===== src/light_ctrl_pkg.sv =====
// constants, field layout and state codes of the light sensor power and integration control
// assumes a 10 MHz system clock and a byte-level host port from the serial front end
package light_ctrl_pkg;

   // ****************************************
   // register map
   // ****************************************
   localparam logic [4:0] ADDR_CONTROL = 5'h00;
   localparam logic [4:0] ADDR_PERIOD = 5'h01;
   localparam logic [7:0] CONTROL_RESET = 8'h00;
   localparam logic [7:0] PERIOD_RESET = 8'h00;

   // control register field positions
   localparam int CTL_POWER_BIT = 0;
   localparam int CTL_ENABLE_BIT = 1;
   localparam int CTL_VALID_BIT = 4;
   localparam int CTL_INTR_BIT = 5;

   // ****************************************
   // command byte layout
   // ****************************************
   localparam int CMD_SELECT_BIT = 7;
   localparam int CMD_TRANS_HI = 6;
   localparam int CMD_TRANS_LO = 5;
   localparam logic [1:0] TRANS_REPEAT = 2'h0;
   localparam logic [1:0] TRANS_AUTOINC = 2'h1;
   localparam logic [1:0] TRANS_SPECIAL = 2'h3;
   localparam logic [4:0] SF_INT_CLEAR = 5'h01;
   localparam logic [4:0] SF_MAN_STOP = 5'h02;
   localparam logic [4:0] SF_MAN_START = 5'h03;

   // ****************************************
   // integration timing
   // ****************************************
   localparam logic [7:0] PERIOD_MANUAL = 8'h00;
   localparam logic [7:0] PERIOD_WRAP = 8'hff;
   localparam int CLK_FREQ_HZ = 10_000_000;
   localparam int INTERVAL_TIME_US = 2700;
   localparam int INTERVAL_CYCLES = INTERVAL_TIME_US * (CLK_FREQ_HZ / 1_000_000);
   localparam int MAN_TICKS_W = 16;

   // integration sequencer states
   typedef enum logic [2:0] {
      SEQ_IDLE = 3'h1,
      SEQ_AUTO = 3'h2,
      SEQ_MANUAL = 3'h4
   } seq_state_e;

endpackage


===== src/integ_seq_if.sv =====
// signals between the register front end and the integration sequencer
// assumes both ends run on sys_clk
`timescale 1ns/1ps
interface integ_seq_if;
   import light_ctrl_pkg::*;
   logic run;
   logic [7:0] period;
   logic man_start;
   logic man_stop;
   logic done;
   logic integrating;
   logic [MAN_TICKS_W-1:0] man_ticks;

   modport ctrl (output run, output period, output man_start, output man_stop,
                 input done, input integrating, input man_ticks);
   modport seq (input run, input period, input man_start, input man_stop,
                output done, output integrating, output man_ticks);
endinterface


===== src/light_power_integ_ctrl.sv =====
// power, converter enable and integration period control with its command decode
// assumes the serial front end hands over whole bytes with a transaction-start mark
`timescale 1ns/1ps

// Overview of operation
// - control register bit 5 reads 1 while the interrupt is being driven
// - control register bit 4 reads 1 once an integration cycle has finished
// - converter enable 1 starts integration on both channels, 0 disables them
// - power bit 1 powers the device on, 0 turns it off
// - control resets to zero; reserved bits 7:6 and 3:2 written as zero
// - period register sets automatic integration in 2.7 ms intervals
// - period value is two's complement of interval count; ff is one
// - period 01 gives the longest integration, 255 intervals, 688.5 ms
// - period 00 selects manual integration under host start and stop
// - period register resets to zero, so manual mode after power on
// - the first byte of a transaction with its top bit set is taken as a command byte
// - with period zero, special function 00011 starts manual integration
// - with period zero, special function 00010 stops it; length readable
// - special function 00001 clears the pending interrupt and its flag
module light_power_integ_ctrl #(
   parameter int INTERVAL_CYCLES = light_ctrl_pkg::INTERVAL_CYCLES
) (
   // clock and reset
   input wire logic sys_clk,
   input wire logic reset_n,
   // byte port from the serial front end
   input wire logic host_frame_start,
   input wire logic host_wr_valid,
   input wire logic [7:0] host_wr_byte,
   input wire logic host_rd_req,
   output logic [7:0] rd_data_q,
   // interrupt logic alongside
   input wire logic intr_raise,
   output logic interrupt_pending_flag_q,
   output logic intr_clear_q,
   // converter side
   output logic power_on_q,
   output logic conv_enable_q,
   output logic conv_valid_q,
   output logic integrating_q,
   output logic conv_done_q,
   output logic [7:0] integration_period_value_q,
   output logic [light_ctrl_pkg::MAN_TICKS_W-1:0] manual_ticks_q
);
   import light_ctrl_pkg::*;

   // ****************************************
   // command and data decode
   // ****************************************
   logic [4:0] addr_q;
   logic [1:0] trans_q;
   logic cmd_byte;
   logic data_wr;
   logic special;
   logic [1:0] byte_trans;
   logic [4:0] byte_code;
   logic ctl_wr;
   logic per_wr;
   logic manual_mode;
   logic [7:0] control_view;
   logic [7:0] rd_mux;
   logic done_kept;

   integ_seq_if seq_link ();

   assign byte_trans = host_wr_byte[CMD_TRANS_HI:CMD_TRANS_LO];
   assign byte_code = host_wr_byte[4:0];

   // first byte of a transaction with the top bit set is a command
   assign cmd_byte = host_wr_valid && host_frame_start
      && host_wr_byte[CMD_SELECT_BIT];
   assign data_wr = host_wr_valid && !cmd_byte;
   assign special = cmd_byte && (byte_trans == TRANS_SPECIAL);
   assign ctl_wr = data_wr && (addr_q == ADDR_CONTROL);
   assign per_wr = data_wr && (addr_q == ADDR_PERIOD);
   assign manual_mode = (integration_period_value_q == PERIOD_MANUAL);

   // address pointer and transaction type, stepping on auto-increment
   // a special command leaves the pointer where it was
   always_ff @(posedge sys_clk) begin
      if (!reset_n) begin
         addr_q <= ADDR_CONTROL;
         trans_q <= TRANS_REPEAT;
      end else if (cmd_byte) begin
         trans_q <= byte_trans;
         if (byte_trans != TRANS_SPECIAL) begin
            addr_q <= byte_code;
         end
      end else if ((data_wr || host_rd_req) && trans_q == TRANS_AUTOINC) begin
         addr_q <= addr_q + 1'b1;
      end
   end

   // ****************************************
   // control and period registers
   // ****************************************

   // power and converter enable; reserved bits are not stored
   always_ff @(posedge sys_clk) begin
      if (!reset_n) begin
         power_on_q <= CONTROL_RESET[CTL_POWER_BIT];
         conv_enable_q <= CONTROL_RESET[CTL_ENABLE_BIT];
      end else if (ctl_wr) begin
         power_on_q <= host_wr_byte[CTL_POWER_BIT];
         conv_enable_q <= host_wr_byte[CTL_ENABLE_BIT];
      end
   end

   // integration period, zero at reset selects manual mode
   always_ff @(posedge sys_clk) begin
      if (!reset_n) begin
         integration_period_value_q <= PERIOD_RESET;
      end else if (per_wr) begin
         integration_period_value_q <= host_wr_byte;
      end
   end

   // ****************************************
   // status flags
   // ****************************************

   // interrupt pending: a raise in the clearing cycle wins
   always_ff @(posedge sys_clk) begin
      if (!reset_n) begin
         interrupt_pending_flag_q <= 1'b0;
         intr_clear_q <= 1'b0;
      end else begin
         intr_clear_q <= special && (byte_code == SF_INT_CLEAR);
         if (intr_raise) begin
            interrupt_pending_flag_q <= 1'b1;
         end else if (special && byte_code == SF_INT_CLEAR) begin
            interrupt_pending_flag_q <= 1'b0;
         end
      end
   end

   // valid: set on completion, cleared when converter is switched off
   // a completion aborted by the same switch-off never sets it
   always_ff @(posedge sys_clk) begin
      if (!reset_n) begin
         conv_valid_q <= 1'b0;
      end else if (done_kept) begin
         conv_valid_q <= 1'b1;
      end else if (!(power_on_q && conv_enable_q)) begin
         conv_valid_q <= 1'b0;
      end
   end

   // ****************************************
   // sequencer hookup
   // ****************************************

   // conversions only run with both power and enable set
   assign seq_link.run = power_on_q && conv_enable_q;
   assign seq_link.period = integration_period_value_q;
   assign seq_link.man_start = special && manual_mode
      && (byte_code == SF_MAN_START);
   assign seq_link.man_stop = special && manual_mode
      && (byte_code == SF_MAN_STOP);

   light_integ_seq #(
      .INTERVAL_CYCLES(INTERVAL_CYCLES)
   ) u_seq (
      .sys_clk(sys_clk),
      .reset_n(reset_n),
      .s(seq_link.seq)
   );

   // a completion that lands in the cycle the converter is switched off counts as aborted,
   // so neither the done pulse nor the valid flag comes out of it
   assign done_kept = seq_link.done && seq_link.run;

   // registered copies of sequencer status
   always_ff @(posedge sys_clk) begin
      if (!reset_n) begin
         integrating_q <= 1'b0;
         conv_done_q <= 1'b0;
         manual_ticks_q <= '0;
      end else begin
         integrating_q <= seq_link.integrating;
         conv_done_q <= done_kept;
         manual_ticks_q <= seq_link.man_ticks;
      end
   end

   // ****************************************
   // read path
   // ****************************************

   // control register view: reserved bits read as zero
   // bits 5 and 4 are status and cannot be written
   always_comb begin
      control_view = 8'h00;
      control_view[CTL_POWER_BIT] = power_on_q;
      control_view[CTL_ENABLE_BIT] = conv_enable_q;
      control_view[CTL_VALID_BIT] = conv_valid_q;
      control_view[CTL_INTR_BIT] = interrupt_pending_flag_q;
   end

   // register select; other addresses belong elsewhere and read zero here
   always_comb begin
      case (addr_q)
         ADDR_CONTROL: rd_mux = control_view;
         ADDR_PERIOD: rd_mux = integration_period_value_q;
         default: rd_mux = 8'h00;
      endcase
   end

   // read data captured on request
   always_ff @(posedge sys_clk) begin
      if (!reset_n) begin
         rd_data_q <= 8'h00;
      end else if (host_rd_req) begin
         rd_data_q <= rd_mux;
      end
   end

endmodule


===== src/light_integ_seq.sv =====
// integration sequencer: interval tick divider, automatic counter, manual timer
// assumes run, period and the start/stop pulses are synchronous to sys_clk
`timescale 1ns/1ps
module light_integ_seq #(
   parameter int INTERVAL_CYCLES = light_ctrl_pkg::INTERVAL_CYCLES
) (
   // clock and reset
   input wire logic sys_clk,
   input wire logic reset_n,
   // link to the register front end
   integ_seq_if.seq s
);
   import light_ctrl_pkg::*;

   localparam int DIV_W = $clog2(INTERVAL_CYCLES + 1);
   localparam logic [DIV_W-1:0] DIV_LAST = DIV_W'(INTERVAL_CYCLES - 1);

   seq_state_e state_q, state_d;
   logic [DIV_W-1:0] div_q;
   logic [7:0] integration_interval_count_q;
   logic tick;
   logic wrap;

   // one-cycle enable every interval while integrating
   assign tick = (state_q != SEQ_IDLE) && (div_q == DIV_LAST);
   assign wrap = tick && (integration_interval_count_q == PERIOD_WRAP);

   // next state
   always_comb begin
      state_d = state_q;
      case (state_q)
         SEQ_IDLE: begin
            if (s.run && s.period != PERIOD_MANUAL) begin
               state_d = SEQ_AUTO;
            end else if (s.run && s.man_start) begin
               state_d = SEQ_MANUAL;
            end
         end
         SEQ_AUTO: begin
            if (!s.run || s.period == PERIOD_MANUAL) begin
               state_d = SEQ_IDLE;
            end
         end
         SEQ_MANUAL: begin
            if (!s.run || s.man_stop) begin
               state_d = SEQ_IDLE;
            end
         end
         default: state_d = SEQ_IDLE;
      endcase
   end

   // state register
   always_ff @(posedge sys_clk) begin
      if (!reset_n) begin
         state_q <= SEQ_IDLE;
      end else begin
         state_q <= state_d;
      end
   end

   // interval divider, held at zero when idle so each start is aligned
   always_ff @(posedge sys_clk) begin
      if (!reset_n || state_d == SEQ_IDLE || state_q == SEQ_IDLE) begin
         div_q <= '0;
      end else if (div_q == DIV_LAST) begin
         div_q <= '0;
      end else begin
         div_q <= div_q + 1'b1;
      end
   end

   // automatic interval counter: load period, count up, end on wrap past ff
   always_ff @(posedge sys_clk) begin
      if (!reset_n) begin
         integration_interval_count_q <= PERIOD_RESET;
      end else if (state_q == SEQ_IDLE || wrap) begin
         integration_interval_count_q <= s.period;
      end else if (tick) begin
         integration_interval_count_q <= integration_interval_count_q + 1'b1;
      end
   end

   // manual integration timer, saturating, held after stop for readback
   always_ff @(posedge sys_clk) begin
      if (!reset_n) begin
         s.man_ticks <= '0;
      end else if (state_q == SEQ_IDLE && state_d == SEQ_MANUAL) begin
         s.man_ticks <= '0;
      end else if (state_q == SEQ_MANUAL && tick && s.man_ticks != '1) begin
         s.man_ticks <= s.man_ticks + 1'b1;
      end
   end

   // completion pulse and busy level
   always_ff @(posedge sys_clk) begin
      if (!reset_n) begin
         s.done <= 1'b0;
         s.integrating <= 1'b0;
      end else begin
         s.done <= (state_q == SEQ_AUTO && state_d == SEQ_AUTO && wrap)
            || (state_q == SEQ_MANUAL && s.run && s.man_stop);
         s.integrating <= (state_d != SEQ_IDLE);
      end
   end

endmodule


===== config.mk =====
export PLATFORM = sky130hd
export DESIGN_NAME = light_power_integ_ctrl
export DESIGN_NICKNAME = d
export VERILOG_FILES = /design/src/light_ctrl_pkg.sv /design/src/integ_seq_if.sv /design/src/light_power_integ_ctrl.sv /design/src/light_integ_seq.sv
export SDC_FILE = /design/constraint.sdc
export NUM_CORES = 1
export LEC_CHECK = 0
export BUFFER_PORTS_ARGS = -buffer_cell sky130_fd_sc_hd__buf_4
export CORE_MARGIN = 1
export CORE_UTILIZATION = 35
export DETAILED_ROUTE_END_ITERATION = 10
export PLACE_DENSITY_LB_ADDON = 0.25
export SKIP_LAST_GASP = 1
export SYNTH_ARGS = -nofsm -noshare
export SYNTH_HDL_FRONTEND = slang
export SYNTH_SLANG_ARGS = --single-unit

===== constraint.sdc =====
create_clock -name sys_clk -period 3.9 [get_ports sys_clk]
set_input_delay 0.39 -clock sys_clk [delete_from_list [all_inputs] [get_ports sys_clk]]
set_output_delay 0.39 -clock sys_clk [all_outputs]
set_load 0.005 [all_outputs]

Yosys cells after proc, flatten, opt, wreduce, memory -nomap -nowiden

Index checks and enable logic that the tools add are counted.

Flip-flop bits (word level): 90
Input bits: 14
Output and inout port bits: 39
Word-level logic and storage cells: 101

Add/sub/neg operators: 4
Equal/unequal tests: 20
Muxes and demuxes: 15
Bitwise gates (word level): 1
Reductions and logical operators: 43

Operator list:

| cell                                                                     | number |
|---|---|
| 1-bit logical AND                                                        | 24 |
| 16-bit by 1-bit adder with 16-bit output (second input constant)         | 1 |
| 8-bit 2-to-1 mux                                                         | 2 |
| 16-bit inequality test (second input constant)                           | 1 |
| 8-bit one-hot mux with 2 select lines                                    | 1 |
| 15-bit by 1-bit adder with 15-bit output (second input constant)         | 1 |
| 15-bit == test (second input constant)                                   | 1 |
| 5-bit 2-to-1 mux                                                         | 3 |
| 3-bit 2-to-1 mux                                                         | 4 |
| 5-bit by 1-bit == test with 1-bit output (second input constant)         | 2 |
| 5-bit by 2-bit == test with 1-bit output (second input constant)         | 2 |
| 3-bit one-hot mux with 3 select lines                                    | 1 |
| 8-bit by 1-bit adder with 8-bit output (second input constant)           | 1 |
| 8-bit == test (second input constant)                                    | 1 |
| 8-bit logical NOT                                                        | 1 |
| 8-bit nonzero test                                                       | 1 |
| 1-bit logical OR                                                         | 7 |
| 3-bit by 1-bit == test with 1-bit output (second input constant)         | 2 |
| 3-bit by 2-bit == test with 1-bit output (second input constant)         | 2 |
| 3-bit == test (second input constant)                                    | 2 |
| 3-bit by 1-bit inequality test with 1-bit output (second input constant) | 2 |
| 2-bit nonzero test                                                       | 3 |
| 5-bit by 1-bit adder with 5-bit output (second input constant)           | 1 |
| 5-bit logical NOT                                                        | 1 |
| other kinds (9)                                                          | 16 |

Depth between registers and ports, before layout

Word-level depth: 13
Mapped depth: 8
Depth with buffers taken out: 6

By module

A second synthesis with hierarchy kept.

Cells, all modules: 451
Area total of the unflattened synthesis: 4041.4 µm²

By module, submodules not included:

| module                 | instances | cells an instance | area an instance (µm²) | sequential area each (µm²) |
|---|---|---|---|---|
| light_integ_seq        | 1         | 269               | 2234.6                 | 880.8 |
| light_power_integ_ctrl | 1         | 182               | 1806.7                 | 920.9 |

Least setup slack after synthesis

OpenSTA, ideal clock, no wires.

Kind: flip-flop to flip-flop
From: register u_seq.s.man_ticks[0]
To: register u_seq.s.man_ticks[5]
Setup time: 0.115 ns
Data arrival time: 1.759 ns
Data required time: 3.785 ns
Setup slack: 2.025 ns
Cell stages (with the launch flop): 7
Buffers on the path: 0
Period minus slack after synthesis: 1.875 ns
Cell sequence: dfxtp_1 ha_1 nand4_1 nor4_4 nor3b_2 and4_4 a31o_1

Longest elaborated chain between the ends: 2
Elaborated cells on any way between the ends: 3
Classes of those cells: add/sub: 1; eq/ne: 1; reduce/logical: 1

RTL lines:

| element                                                                                          | line                  | source |
|---|---|---|
| from (decl)                                                                                      | integ_seq_if.sv:17    | `output done, output integrating, output man_ticks);` |
| from (signal assigned)                                                                           | light_integ_seq.sv:91 | `s.man_ticks <= s.man_ticks + 1'b1;` |
| parallel branches: the longest is 2 deep, another holds 16-bit by 1-bit adder with 16-bit output | --                    |  |

Several ways; the timed one is not identified.
A chain may end at the register's enable or synchronous reset.

Worst setup path in the final report

Ends and elaborated chain as after synthesis.

==> metrics.cfg <==
[synth]
syn_area_per_cell_sq_um=8.91
ys_warn_count=0
synthFlopType=dfxtp_1
synth_area_sq_um=3980
synth_seq_area_share_pct=45.2
synth.area.top_cells=dfxtp_1 45%, nor2_1 4.7%, nand3_1 3.9%
synth_top_area_cell=dfxtp_1
synth_cells=447
synth_seq_cells=90
ys_types=57
syn-num-nets=467
synth.top_cell.area_share_pct=45.2
synth_edf_count=0
async_reset_ff_share_pct=0

[die]
die-area_sq_um=11800
fp-row-count=38
die_h_um=109
die_w_um=109
start_util_pct=36.3
ioPinCount=53
core_sq_um=11000

[timing]
tightest_slew_ns=1.13
whs_ns=0.257
rsz0062_at_grt=false
skew_ns=0.00820
relSlewSlack_pct=24.9
max_freq_ghz=0.453
period_needed_ns=2.21
fin_setup_tns_ns=0
hold_viol=0
slew_viol_final=0
post-route-period-util_pct=56.6
setup_viol=0

[global_route]
antenna_found_initial=0
grtUsageTotal_pct=15.6
grt_pass1_wl_um=14600
first_global_vias=3046
grt_max_degree=33
overflow=0

[clocking]
htree_num_levels=3
tritoncts=done
post_cts_resized=0
clockRootBuffer=clkbuf_16
cts_buffer_depth=2
worstSkewPairLatency_ns=0.34
hold_buffers=0
post_cts_buffers=0
clkTransAtPathRegs_ns=0.07
cts_buffers=9
clock_sinks=90

[worst_setup_path]
cp.required_ns=4.13
critical_path_class=flop to flop
r2r.worst_path.cells=6
r2r-start=u_seq.s.man_ticks[0]$_SDFFE_PP0P_
end_kind=flop
critPathLaunchType=flop
arrival_ns=2.44
cp_max_fo=10
cp-startpoint=u_seq.s.man_ticks[0]$_SDFFE_PP0P_

[routing]
ant_nets=0
vias=3332
drt_iter0_markers=235
wl_per_cell_um=13.9
dr.pass1.iters=4
drc=0
vias_per_cell=5.24
totalWireLength_um=8860

[layout]
layout-drive-gt1-share_pct=19.0
area_growth_pct=20.3
seqCellArea_sq_um=1800
diodes=0
fin_nets=511
fill_cells=1079
multiInputGateArea_sq_um=2040

[hold_path]
min_path_type=primary input to flop
whs_path_depth=3
hold_start=intr_raise

[power_and_ir_drop]
powerDensity_nw_per_um2=409
vdd_drop_max_v=0.000205
leakage_nw=1.73

[place]
gp_congestion=0.836
dp_hpwl_um=6130
io_buffers=52

[run]
maxCapViolations=0

[outcome]
status=complete, no violations

-- stage by stage --
stage,area (sq um),cells,worst slack (ns),utilization [%],power (W)
after floorplan,3980,447,2.03,-,0.00101
after global placement,4470,620,1.55,40.7,0.00104
after detailed placement,4470,620,1.47,40.7,0.00104
after CTS,4790,636,1.68,43.6,0.00198
after global routing,4790,636,1.50,43.6,0.00203
final,4790,636,1.69,43.6,0.00196
-- final cells by class --
class / instances / share of cell area [%]
Multi-Input combinational cell: 325 / 42.6
Tap cell: 140 / 3.65
Sequential cell: 90 / 37.6
Timing Repair Buffer: 55 / 8.61
Clock inverter: 7 / 2.06
Clock buffer: 9 / 4.70
Inverter: 10 / 0.783
-- synthesized netlist by cell type, types with 5 or more instances --
| cell type | number |
|---|---|
| dfxtp_1 | 90 |
| nor2_1 | 50 |
| nand2_1 | 36 |
| nand3_1 | 31 |
| a21oi_1 | 29 |
| nor3_1 | 22 |
| and2_1 | 20 |
| xnor2_1 | 16 |
| clkbuf_1 | 15 |
| nand4_1 | 13 |
| inv_1 | 10 |
| a211oi_1 | 8 |
| xor2_1 | 8 |
| ha_1 | 6 |
| nor4_1 | 6 |
| o21ai_0 | 6 |
| nor3b_1 | 5 |
-- placed cells by master, fill, tap and decap left out, types with 5 or more instances in the layout --
cell type	Yosys	final
o21ai_0	6	6
a21oi_1	29	29
inv_1	10	10
a211oi_1	8	8
xor2_1	8	8
nand4_1	13	13
dfxtp_1	90	90
nor3_1	22	22
ha_1	6	6
nand3_1	31	31
and2_1	20	20
xnor2_1	16	16
nor4_1	6	6
nand2_1	36	36
nor2_1	50	50
nor3b_1	5	5
clkbuf_16	0	9
buf_4	0	55
-- sequential cells by signal, indices dropped and copies added (netlist names), 2 cells and up --
register and flops:
u_seq.s.man_ticks 16, trans_q 2, rd_data_q 8, u_seq.integration_interval_count_q 8, u_seq.state_q 3, u_seq.div_q 15
integration_period_value_q 8, manual_ticks_q 16, addr_q 5
-- per-layer routing --
metal / wire [um] / GRT usage, % / part of all wire (%) / vias up
met1: 4360 / 21.3 / 49 / 1590
met4: 143 / 6.27 / 1.6 / 0
met2: 4070 / 24.7 / 46 / 52
met3: 281 / 2.21 / 3.2 / 13
li1: - / - / - / 1677
met5: 0 / 0 / 0 / -
-- where the power goes --
part	total (W)	switching (W)	internal, W
clock network	0.000939	0.000373	0.000566
registers	0.000939	0.0000105	0.000929
logic	0.0000852	0.0000522	0.0000329
total	0.00196	0.000435	0.00153
-- path summary, 6_finish.rpt --
kind / slack (ns) / to
setup / recovery: 1.69 / u_seq.s.man_ticks[5]$_SDFFE_PP0P_
hold / removal: 0.26 / interrupt_pending_flag_q$_SDFFE_PN0P_
setup reg to reg: 1.69 / u_seq.s.man_ticks[5]$_SDFFE_PP0P_
hold reg to reg: 0.45 / conv_valid_q$_SDFFE_PN0P_
-- critical path, stage by stage, from the launching register on --
cell	delay, ns
dfxtp_1	0.47
ha_1	0.32
nand4_1	0.19
nor4_4	0.56
nor3b_2	0.18
and4_4	0.21
a31o_1	0.17
-- logic make-up after synthesis --
group                    share of synthesized area (%)
AO/OA/AOI/OAI                                     11.7
buffers and inverters                             3.52
AND/OR/NAND/NOR                                   31.8
multiplexers                                     0.534
adder cells (fa/ha/maj)                           1.88
XOR/XNOR                                          5.28
flip-flops                                        45.2
Note: power is estimated with default switching activity, not from simulation.
